File: config.mk
export PLATFORM = sky130hd
export DESIGN_NAME = disp_cfg_regs
export DESIGN_NICKNAME = d
export VERILOG_FILES = /design/src/disp_cfg_pkg.sv /design/src/disp_cfg_regs.sv
export SDC_FILE = /design/constraint.sdc
export NUM_CORES = 1
export LEC_CHECK = 0
export ABC_CLOCK_PERIOD_IN_PS = 2800
export BUFFER_PORTS_ARGS = -buffer_cell sky130_fd_sc_hd__buf_2
export CORE_MARGIN = 2
export CORE_UTILIZATION = 40
export CTS_CLUSTER_SIZE = 12
export DETAILED_ROUTE_END_ITERATION = 8
export PLACE_DENSITY = 0.65
export SLEW_MARGIN = 40
export SYNTH_ARGS = -nofsm -noshare
export SYNTH_HDL_FRONTEND = slang
export SYNTH_SLANG_ARGS = --single-unit
File: constraint.sdc
create_clock -name clk_i -period 2.8 [get_ports clk_i]
set_clock_uncertainty 0.05 [all_clocks]
set_input_delay 0.14 -clock clk_i [delete_from_list [all_inputs] [get_ports clk_i]]
set_output_delay 0.14 -clock clk_i [all_outputs]
set_load 0.01 [all_outputs]
File: src/disp_cfg_pkg.sv
// Constants, field layout and carrier types for the display, clock and mux config bank.
// Assumes a 32-bit classic Wishbone slave with 8-bit registers in byte lane 0.
package disp_cfg_pkg;
  // Register indices; byte address is four times the index
  localparam int ADR_W = 16;
  localparam logic [13:0] IDX_BOOT = 14'h00b2;
  localparam logic [13:0] IDX_MUX_STATE = 14'h2002;
  localparam logic [13:0] IDX_CLK_DIV = 14'h2004;
  localparam logic [13:0] IDX_MUX_SEL = 14'h2005;
  localparam logic [13:0] IDX_OPT_TX = 14'h2008;
  localparam logic [13:0] IDX_DISP_CFG = 14'h2020;
  localparam logic [13:0] IDX_SEG_FIRST = 14'h2030;
  localparam logic [13:0] IDX_SEG_LAST = 14'h2059;
  // Field positions
  localparam int POS_PREBOOT = 7;
  localparam int POS_MUX_CNT = 6;
  localparam int POS_DIV = 0;
  localparam int POS_ALT = 2;
  localparam int POS_SYNC_EN = 0;
  localparam int POS_OPT_DIS = 5;
  localparam int POS_PIN_CNT = 0;
  // Reset values
  localparam logic [4:0] RST_PIN_CNT = 5'h00;
  localparam logic [2:0] RST_DIV = 3'h0;
  localparam logic [1:0] RST_MUX_CNT = 2'h0;
  localparam logic RST_ALT = 1'b0;
  localparam logic RST_SYNC_EN = 1'b0;
  localparam logic RST_OPT_DIS = 1'b0;
  localparam logic [3:0] RST_SEG = 4'h0;
  // Mux state counts per code
  localparam logic [2:0] MUX_STATES_0 = 3'h6;
  localparam logic [2:0] MUX_STATES_1 = 3'h4;
  localparam logic [2:0] MUX_STATES_2 = 3'h3;
  localparam logic [2:0] MUX_STATES_3 = 3'h2;
  // Wishbone request bundle
  typedef struct packed {
    logic cyc;
    logic stb;
    logic we;
    logic [ADR_W-1:0] adr;
    logic [31:0] dat;
    logic [3:0] sel;
  } wb_req_t;
  // Input multiplexer settings
  typedef struct packed {
    logic [2:0] states;
    logic alt;
    logic sync_en;
  } mux_cfg_t;
endpackage

File: src/disp_cfg_regs.sv
// Config bank: display pin split, segment plane words, processor clock divide, input mux.
// Assumes a classic Wishbone master on clk_i; preboot and output_a are synchronous inputs.
// How it works
// - Pins go to display from top segment pin downward, count 0 to 18.
// - Four-bit word per segment 0..41; bit 0 drives common plane zero.
// - Processor clock is engine clock over two to the code; change anytime.
// - Mux state count code: 00 six, 01 four, 10 three, 11 two.
// - Sync enable turns segment pin seven into the output_a output.
// - Read-only preboot flag at bit 7 of boot flash control.
//
// Decided for this implementation: the Wishbone register port.
`timescale 1ns/1ps
module disp_cfg_regs #(
  parameter int PINS = 18,
  parameter int SEGS = 42
) (
  // Clock and reset
  input wire logic clk_i,
  input wire logic rst_i,
  // Wishbone slave
  input wire disp_cfg_pkg::wb_req_t wb_i,
  output logic [31:0] wb_dat_o,
  output logic wb_ack_o,
  // Status inputs
  input wire logic preboot_i,
  input wire logic output_a_i,
  input wire logic pin_seven_lcd_i,
  // Configuration outputs
  output logic [PINS-1:0] seg_display_o,
  output logic [SEGS*4-1:0] seg_planes_o,
  output logic engine_clk_en_o,
  output disp_cfg_pkg::mux_cfg_t mux_cfg_o,
  output logic pin_seven_o,
  output logic opt_tx_disable_o
);
  import disp_cfg_pkg::*;

  // Parameter check
  if (PINS < 1 || PINS > 31 || SEGS != int'(IDX_SEG_LAST - IDX_SEG_FIRST) + 1) begin : g_chk
    $error("disp_cfg_regs: unsupported PINS or SEGS");
  end

  // Segment window decode
  function automatic logic is_seg(input logic [13:0] idx);
    is_seg = (idx >= IDX_SEG_FIRST) && (idx <= IDX_SEG_LAST);
  endfunction

  // Mux state count decode
  function automatic logic [2:0] states_of(input logic [1:0] code);
    case (code)
      2'h0: states_of = MUX_STATES_0;
      2'h1: states_of = MUX_STATES_1;
      2'h2: states_of = MUX_STATES_2;
      default: states_of = MUX_STATES_3;
    endcase
  endfunction

  logic [13:0] idx;
  logic req;
  logic wr;
  logic [5:0] seg_sel;
  assign idx = wb_i.adr[15:2];
  assign req = wb_i.cyc & wb_i.stb;
  // Write lands on the acknowledging edge only
  assign wr = req & wb_i.we & wb_ack_o & wb_i.sel[0];
  assign seg_sel = 6'(idx - IDX_SEG_FIRST);

  // ---------------- Bus handshake and read data
  logic ack_nxt;
  logic [31:0] dat_nxt;
  logic [7:0] rd;
  logic [3:0] seg_r [SEGS];
  logic [4:0] pin_cnt_r;
  logic [2:0] div_r;
  logic [1:0] mux_cnt_r;
  logic alt_r, sync_en_r, opt_dis_r, preboot_r;

  // Ack one cycle after request, dropped the cycle after
  always_comb begin
    rd = 8'h00;
    ack_nxt = req & ~wb_ack_o;
    if (idx == IDX_BOOT) begin
      rd[POS_PREBOOT] = preboot_r;
    end else if (idx == IDX_MUX_STATE) begin
      rd[POS_MUX_CNT +: 2] = mux_cnt_r;
    end else if (idx == IDX_CLK_DIV) begin
      rd[POS_DIV +: 3] = div_r;
    end else if (idx == IDX_MUX_SEL) begin
      rd[POS_ALT] = alt_r;
      rd[POS_SYNC_EN] = sync_en_r;
    end else if (idx == IDX_OPT_TX) begin
      rd[POS_OPT_DIS] = opt_dis_r;
    end else if (idx == IDX_DISP_CFG) begin
      rd[POS_PIN_CNT +: 5] = pin_cnt_r;
    end else if (is_seg(idx)) begin
      rd[3:0] = seg_r[seg_sel];
    end
    dat_nxt = (ack_nxt && !wb_i.we) ? {24'h00_0000, rd} : 32'h0000_0000;
  end

  always_ff @(posedge clk_i) begin
    if (rst_i) begin
      wb_ack_o <= 1'b0;
      wb_dat_o <= 32'h0000_0000;
    end else begin
      wb_ack_o <= ack_nxt;
      wb_dat_o <= dat_nxt;
    end
  end

  // ---------------- Control registers
  logic [4:0] pin_cnt_nxt;
  logic [2:0] div_nxt;
  logic [1:0] mux_cnt_nxt;
  logic alt_nxt, sync_en_nxt, opt_dis_nxt;
  logic [3:0] seg_nxt [SEGS];

  // Register writes with pin count clamp
  always_comb begin
    pin_cnt_nxt = pin_cnt_r;
    div_nxt = div_r;
    mux_cnt_nxt = mux_cnt_r;
    alt_nxt = alt_r;
    sync_en_nxt = sync_en_r;
    opt_dis_nxt = opt_dis_r;
    seg_nxt = seg_r;
    if (wr) begin
      if (idx == IDX_MUX_STATE) begin
        mux_cnt_nxt = wb_i.dat[POS_MUX_CNT +: 2];
      end else if (idx == IDX_CLK_DIV) begin
        div_nxt = wb_i.dat[POS_DIV +: 3];
      end else if (idx == IDX_MUX_SEL) begin
        alt_nxt = wb_i.dat[POS_ALT];
        sync_en_nxt = wb_i.dat[POS_SYNC_EN];
      end else if (idx == IDX_OPT_TX) begin
        opt_dis_nxt = wb_i.dat[POS_OPT_DIS];
      end else if (idx == IDX_DISP_CFG) begin
        if (wb_i.dat[POS_PIN_CNT +: 5] > 5'(PINS)) begin
          pin_cnt_nxt = 5'(PINS);
        end else begin
          pin_cnt_nxt = wb_i.dat[POS_PIN_CNT +: 5];
        end
      end else if (is_seg(idx)) begin
        seg_nxt[seg_sel] = wb_i.dat[3:0];
      end
    end
  end

  always_ff @(posedge clk_i) begin
    if (rst_i) begin
      pin_cnt_r <= RST_PIN_CNT;
      div_r <= RST_DIV;
      mux_cnt_r <= RST_MUX_CNT;
      alt_r <= RST_ALT;
      sync_en_r <= RST_SYNC_EN;
      opt_dis_r <= RST_OPT_DIS;
      for (int i = 0; i < SEGS; i++) begin
        seg_r[i] <= RST_SEG;
      end
    end else begin
      pin_cnt_r <= pin_cnt_nxt;
      div_r <= div_nxt;
      mux_cnt_r <= mux_cnt_nxt;
      alt_r <= alt_nxt;
      sync_en_r <= sync_en_nxt;
      opt_dis_r <= opt_dis_nxt;
      seg_r <= seg_nxt;
    end
  end

  // Segment words flattened, bit 0 of each is common plane zero
  for (genvar s = 0; s < SEGS; s++) begin : g_seg
    assign seg_planes_o[s*4 +: 4] = seg_r[s];
  end

  // ---------------- Derived outputs
  logic [PINS-1:0] disp_nxt;
  logic [6:0] div_cnt_r, div_cnt_nxt, div_mask;
  logic clk_en_nxt, pin_seven_nxt;
  mux_cfg_t mux_nxt;

  // Bit i is pin 42-PINS+i; top pins claimed first
  for (genvar p = 0; p < PINS; p++) begin : g_pin
    assign disp_nxt[p] = 5'(p) >= 5'(PINS) - pin_cnt_r;
  end

  // Free-running divider; a new code takes effect without stalling
  always_comb begin
    div_mask = ~(7'h7f << div_r);
    div_cnt_nxt = div_cnt_r + 7'h01;
    clk_en_nxt = (div_cnt_r & div_mask) == div_mask;
    mux_nxt.states = states_of(mux_cnt_r);
    mux_nxt.alt = alt_r;
    mux_nxt.sync_en = sync_en_r;
    pin_seven_nxt = sync_en_r ? output_a_i : pin_seven_lcd_i;
  end

  always_ff @(posedge clk_i) begin
    if (rst_i) begin
      seg_display_o <= '0;
      div_cnt_r <= 7'h00;
      engine_clk_en_o <= 1'b0;
      mux_cfg_o <= '0;
      pin_seven_o <= 1'b0;
      opt_tx_disable_o <= 1'b0;
      preboot_r <= 1'b0;
    end else begin
      seg_display_o <= disp_nxt;
      div_cnt_r <= div_cnt_nxt;
      engine_clk_en_o <= clk_en_nxt;
      mux_cfg_o <= mux_nxt;
      pin_seven_o <= pin_seven_nxt;
      opt_tx_disable_o <= opt_dis_r;
      preboot_r <= preboot_i;
    end
  end
endmodule

Yosys cells after proc, flatten, opt, wreduce, memory -nomap -nowiden
Cells that the tools add are included.

$add $sub $neg: 3. $lt $le $gt $ge: 23. Equality and inequality tests: 9. Shift operators: 1. Mux-type cells: 19. Bitwise operators: 15. Reductions and logical operators: 17.

Operators by type and width (number): $bwmux 168 (1); $eq 14x14->1 const B (5); $ge 4x5->1 const A (8); $bmux 4 s6 (1); $demux 4 s6 (1); $ge 3x5->1 const A (4); $mux 4 (5); $eq 14x8->1 const B (1); $ge 14x14->1 const B (1); $le 14x14->1 const B (1); $reduce_or 7->1 (2); $ge 1x5->1 const A (2); $ge 2x5->1 const A (2); $ge 5x5->1 const A (2); $mux 5 (2); $pmux 3 s3 (1); $reduce_or 4->1 (2); $reduce_or 8->1 (1); $add 7x1->7 const B (1); $and 7x7->7 (1); $eq 7x7->1 (1); $ge 7x7->1 const B (1); $lt 7x1->1 const B (1); $not 1->1 (7); other kinds (22) (33).

Bits in registers: 248. Input bits: 60. Output and inout bits: 227. Logic and storage cells: 152.

Logic depth before layout (Yosys ltp)
Depth in word-level cells: 10. Depth in mapped cells: 10. Depth with buffers taken out: 8.

Least setup slack after synthesis
Ideal clock, no wire load.

Kind: input to register. From: input port wb_i[39] (netlist name). To: register wb_dat_o[3]. Setup time: 0.127 ns. Arrival time: 2.257 ns. Data required time: 2.623 ns. Slack: 0.366 ns. Stages on the path: 7. Buffers on the path: 3. Cell sequence: buf_2 > buf_2 > buf_1 > mux4_2 > mux2_2 > a2111oi_0 > o21ai_1.

Longest elaborated chain between the ends: 7. Elaborated cells on any way between the ends: 17. Classes of those cells: 1 x add/sub; 2 x order compare; 6 x eq/ne; 5 x mux; 1 x bitwise; 2 x reduce/logical.

Ends and longest elaborated chain: start, declared (RTL line disp_cfg_regs.sv:21) `input wire disp_cfg_pkg::wb_req_t wb_i,`; $sub 6x6->6 (RTL line disp_cfg_regs.sv:66) `assign seg_sel = 6'(idx - IDX_SEG_FIRST);`; $not 6->7 (implied by the code) (RTL line disp_cfg_regs.sv:96) `rd[3:0] = seg_r[seg_sel];`; $bmux 4 s6 (RTL line disp_cfg_regs.sv:96); $mux 4 (implied by the code) (2 in a row) (RTL line disp_cfg_regs.sv:96); $mux 4 (RTL line disp_cfg_regs.sv:95) `end else if (is_seg(idx)) begin`; $mux 4 (RTL line disp_cfg_regs.sv:93) `end else if (idx == IDX_DISP_CFG) begin`; end signal, assigned (RTL line disp_cfg_regs.sv:107) `wb_dat_o <= dat_nxt;`; end, declared (RTL line disp_cfg_regs.sv:22) `output logic [31:0] wb_dat_o,`.

Several ways; a longest one is shown, not always the timed one. The select of a mux whose other input is x is not followed. A chain may end at the register's enable or synchronous reset.

Final worst setup path
From: register wb_ack_o. To: register seg_r (netlist bit seg_planes_o[18]).

Longest elaborated chain between the ends: 3.

Ends and longest elaborated chain: start, declared (RTL line disp_cfg_regs.sv:23) `output logic wb_ack_o,`; start signal, assigned (RTL line disp_cfg_regs.sv:106) `wb_ack_o <= ack_nxt;`; $and 1x1->1 (2 in a row) (RTL line disp_cfg_regs.sv:65) `assign wr = req & wb_i.we & wb_ack_o & wb_i.sel[0];`; $reduce_and 7->1 (no line); end signal, assigned (RTL line disp_cfg_regs.sv:167) `seg_r <= seg_nxt;`; end, declared (RTL line disp_cfg_regs.sv:72) `logic [3:0] seg_r [SEGS];`.

Every way passes these cells.

==> impl_summary.txt <==
----------------------------------------------------
[Run status]
  Outcome ... finished clean

[Routing]
  Wire length reported by the detailed router ... around 33 mm
  DRC violation total after the first TritonRoute iteration ... 662
  Wire per inst ... 20.44 µm
  Number of design rule violations left after detail routing ... 0
  Iteration count of the initial detailed-routing pass ... 5
  Detailed-route vias per instance ... 5.289
  Vias after detailed routing ... 8,606
  Antenna-violating nets left ... 0

[Power]
  P_sw ... 1.613 mW
  Combinational Power Share ... 0.057
  Total internal power ... 5.238 mW
  Power Density ... around 520 mW/mm²
  Register share of total power ... 0.467
  Net Sw Frac ... 0.2354
  Clock network fraction of total power ... 0.476
  Static Leak ... slightly above 6 nW
  Worst voltage drop across the vdd grid ... 450.3 µV

[Clock network]
  CTS tree ... yes
  CTS Buffer Depth ... 3
  Clock insertion delay at the later pin of the skew report ... between 0.5 and 0.6 ns
  Number of cells upsized or downsized after cts ... 0
  Clock-pin slew on the worst setup and hold paths ... around 0.06 ns
  Clock root buffer master ... sky130_fd_sc_hd__clkbuf_16
  Total number of clock tree sinks ... roughly 220
  Clock H-tree levels ... 1
  Number of buffers added by the clock tree synthesis step ... 25

[Placed design]
  Area post-placement ... 0.01228 mm²
  Placement Setup Slack ... roughly 0.047 ns
  RePlAce Congestion ... 0.8947
  Post-detail-place hpwl ... ~24 mm
  Port Buf Inserts ... ~230

[Worst setup path]
  Setup slack, reg-to-reg ... approximately 0.47 ns
  CP Capture Type ... flop
  Worst setup path category ... flop to flop
  R2R depth ... 7
  Launching element of the worst setup path ... wb_ack_o
  CP arrival ... around 2.7 ns
  Reg-to-Reg Start ... wb_ack_o
  Critical Path Sink ... seg_planes_o[18]
  Setup crit start kind ... flop
  Largest driver fanout on the critical path ... 22
  Worst reg2reg path endpoint ... seg_planes_o[18]
  Data required, critical path ... between 3 and 4 ns

[Logic synthesis]
  Sequential element share of the synthesized area ... 0.4169
  Number of distinct library cells after synthesis ... 65
  Number of synthesized register bits ... 224
  Most repeated cell in the gate-level netlist after synthesis ... sky130_fd_sc_hd__dfxtp_1
  EDFF count, synth ... 0
  Most used flip-flop cell after synthesis ... sky130_fd_sc_hd__dfxtp_1
  Share of Yosys cell area claimed by the top area cell type ... 0.4169
  Ys async rst share ... 0
  Cell count after synthesis ... between 1,000 and 1,500
  Syn avg cell area ... 10.45 µm²
  Most numerous cell types in the synthesized netlist ... 224 x sky130_fd_sc_hd__dfxtp_1, 208 x sky130_fd_sc_hd__nor2_1, 203 x sky130_fd_sc_hd__mux2i_1
  Largest cells by area after synthesis ... sky130_fd_sc_hd__dfxtp_1 42%, sky130_fd_sc_hd__mux2i_1 19%, sky130_fd_sc_hd__mux4_2 7.5%, sky130_fd_sc_hd__nor2_1 7.3%, sky130_fd_sc_hd__nor4_4 5.5%
  Largest area contributor in the synthesized netlist ... sky130_fd_sc_hd__dfxtp_1
  Cell area after synthesis ... 0.01076 mm²
  Yosys warnings ... 0

[Timing]
  Highest attainable clock frequency ... around 0.43 GHz
  Portion of the clock cycle consumed by the worst path in the final layout ... 0.8324
  Min cycle time layout ... roughly 2.3 ns
  Post-Route Setup TNS ... 0 ns
  Measured slew at the worst slew-check pin ... between 0.8 and 0.9 ns
  Fin. max-slew vios ... 0
  Final setup violation count ... 0
  RSZ-0062 raised after global routing ... no
  Max-slew headroom at the worst pin ... 0.4531
  Number of hold violations in the final report ... 0
  Worst Slack Setup Final ... ~0.47 ns

[Final layout]
  Fraction of final layout cells with drive strength greater than 1 ... 0.3152
  Register Area ... 0.004484 mm²
  Total of fill cells in the finished design ... approximately 2,500
  Final instance area ... ~0.013 mm²
  Total area of multi-input combinational cells ... 0.005683 mm²
  NumNets Final ... 1,338
  Relative area change from synthesis to final layout ... 23.11%

[Die]
  Floorplan row count ... 60
  Boundary Pins ... approximately 290
  Standard cell core area ... approximately 0.027 mm²
  Horiz. Die Dim ... 168.0 µm
  Starting density of the core ... 0.4036
  Vertical die dimension ... approximately 170 µm
  Die footprint ... 0.02822 mm²

[Job]
  Count of max-cap constraint violations ... 0

[Global routing]
  Initial antenna violation count ... 2
  Overflow after GRT ... 0
  Pin count of the biggest net entering global routing ... approximately 110
  GRT Util Overall ... 0.2307
  Via count of the first global-routing pass ... between 8,000 and 9,000
  Wire length of the first global-routing pass ... 50.60 mm

[Min path]
  Classification of the worst-slack hold path ... primary input to flop

----------------------------------------------------
==> how the worst min path moves through the flow <==
stage	start	to	slack [ns]	cells after the start
CTS	wb_i[42]	wb_dat_o[3]	0.01	3
finish	wb_i[42]	wb_dat_o[3]	0.04	3
global placement	pin_seven_lcd_i	pin_seven_o	0.33	3
detailed placement	rst_i	mux_cfg_o[3]	0.34	2
floorplan	preboot_i	preboot_r	0.22	1
global route	wb_i[42]	wb_dat_o[3]	0.05	3
==> final cells by class <==
type                       count  area share
antenna                        1   0.0001890
clock buffer                  36     0.05641
clock inverter                 6    0.004347
inverter                      16    0.004536
multi-input combinational    705      0.4292
sequential                   224      0.3387
tap                          341     0.03222
timing repair buffer         298      0.1345
==> worst max-delay path: stages (launching register included) <==
cell and delay [ns]:
sky130_fd_sc_hd__dfxtp_1 0.36, sky130_fd_sc_hd__nand3_1 0.09, sky130_fd_sc_hd__or2_1 0.32, sky130_fd_sc_hd__a41o_2 0.31, sky130_fd_sc_hd__buf_12 0.19, sky130_fd_sc_hd__or4_4 0.62, sky130_fd_sc_hd__mux2i_1 0.17, sky130_fd_sc_hd__nor2_1 0.06
==> kinds of logic after synthesis <==
group	synth area share
AND/OR/NAND/NOR	0.1936
multiplexers	0.2675
flip-flops	0.4169
buffers and inverters	0.06340
AO/OA/AOI/OAI	0.04165
XOR/XNOR	0.007328
adder cells (fa/ha/maj)	0.009307
other	0.0003487
==> state kept, by name (all words and copies together) (netlist names) <==
register and flops:
alt_r 1, div_cnt_r 7, div_r 3, engine_clk_en_o 1, mux_cfg_o 5, mux_cnt_r 2
opt_dis_r 1, opt_tx_disable_o 1, pin_cnt_r 5, pin_seven_o 1, preboot_r 1, seg_display_o 18
seg_planes_o 168, sync_en_r 1, wb_ack_o 1, wb_dat_o 8
==> per-stage QoR <==
step	utilization	power, mW	cells	hold slack [ns]
floorplan	-	3.542	1052	0.2182
global placement	0.4607	3.642	1569	0.3299
detailed placement	0.4608	3.642	1569	0.3443
CTS	0.4966	6.896	1626	0.01389
global route	0.4968	7.055	1626	0.05409
finish	0.4969	6.851	1627	0.04080
==> what timing repair did <==
| item | in CTS | in global routing |
|---|---|---|
| buffers inserted | 0 | 0 |
| endpoints found under the hold margin | 18 | 0 |
| hold buffers | 15 | 0 |
==> power by group through the flow <==
stage / Sequential (mW) / Clock [mW] / Combinational [mW]
2_1_floorplan: 3.27 / 0 / 0.270
4_1_cts: 3.20 / 3.31 / 0.388
3_5_place_dp: 3.27 / 0 / 0.372
6_report: 3.20 / 3.26 / 0.392
5_1_grt: 3.20 / 3.44 / 0.419
3_3_place_gp: 3.27 / 0 / 0.371
==> metal layers <==
metal	track usage	up-vias	share of wire
met2	0.3760	349	0.47
li1	-	4040	-
met4	0.06200	2	0.020
met5	0	-	0.00039
met3	0.06018	46	0.083
met1	0.3042	4169	0.43
==> cells in the final DEF (no fill, tap or decap), types with 3 or more instances in the layout <==
master / n
sky130_fd_sc_hd__clkbuf_8: 8
sky130_fd_sc_hd__nor4_4: 28
sky130_fd_sc_hd__conb_1: 24
sky130_fd_sc_hd__nor3_1: 14
sky130_fd_sc_hd__buf_2: 232
sky130_fd_sc_hd__dlygate4sd3_1: 15
sky130_fd_sc_hd__nand2b_1: 8
sky130_fd_sc_hd__or3_1: 5
sky130_fd_sc_hd__mux2i_1: 203
sky130_fd_sc_hd__o21ai_0: 4
sky130_fd_sc_hd__buf_12: 6
sky130_fd_sc_hd__dfxtp_1: 224
sky130_fd_sc_hd__nand3_1: 14
sky130_fd_sc_hd__nand2_1: 35
sky130_fd_sc_hd__nor4_1: 3
sky130_fd_sc_hd__ha_1: 8
sky130_fd_sc_hd__nor2b_1: 13
sky130_fd_sc_hd__mux4_2: 36
sky130_fd_sc_hd__o21ai_1: 3
sky130_fd_sc_hd__nor3b_1: 4
sky130_fd_sc_hd__xor2_1: 5
sky130_fd_sc_hd__inv_1: 14
sky130_fd_sc_hd__or4_4: 6
sky130_fd_sc_hd__a21oi_1: 24
sky130_fd_sc_hd__buf_6: 3
sky130_fd_sc_hd__and3_1: 5
sky130_fd_sc_hd__xnor2_1: 4
sky130_fd_sc_hd__nor2_1: 208
sky130_fd_sc_hd__clkinv_2: 4
sky130_fd_sc_hd__clkbuf_1: 3
sky130_fd_sc_hd__clkbuf_16: 25
sky130_fd_sc_hd__mux2_2: 3
sky130_fd_sc_hd__buf_4: 42
Power figures use the tool's default switching activity.
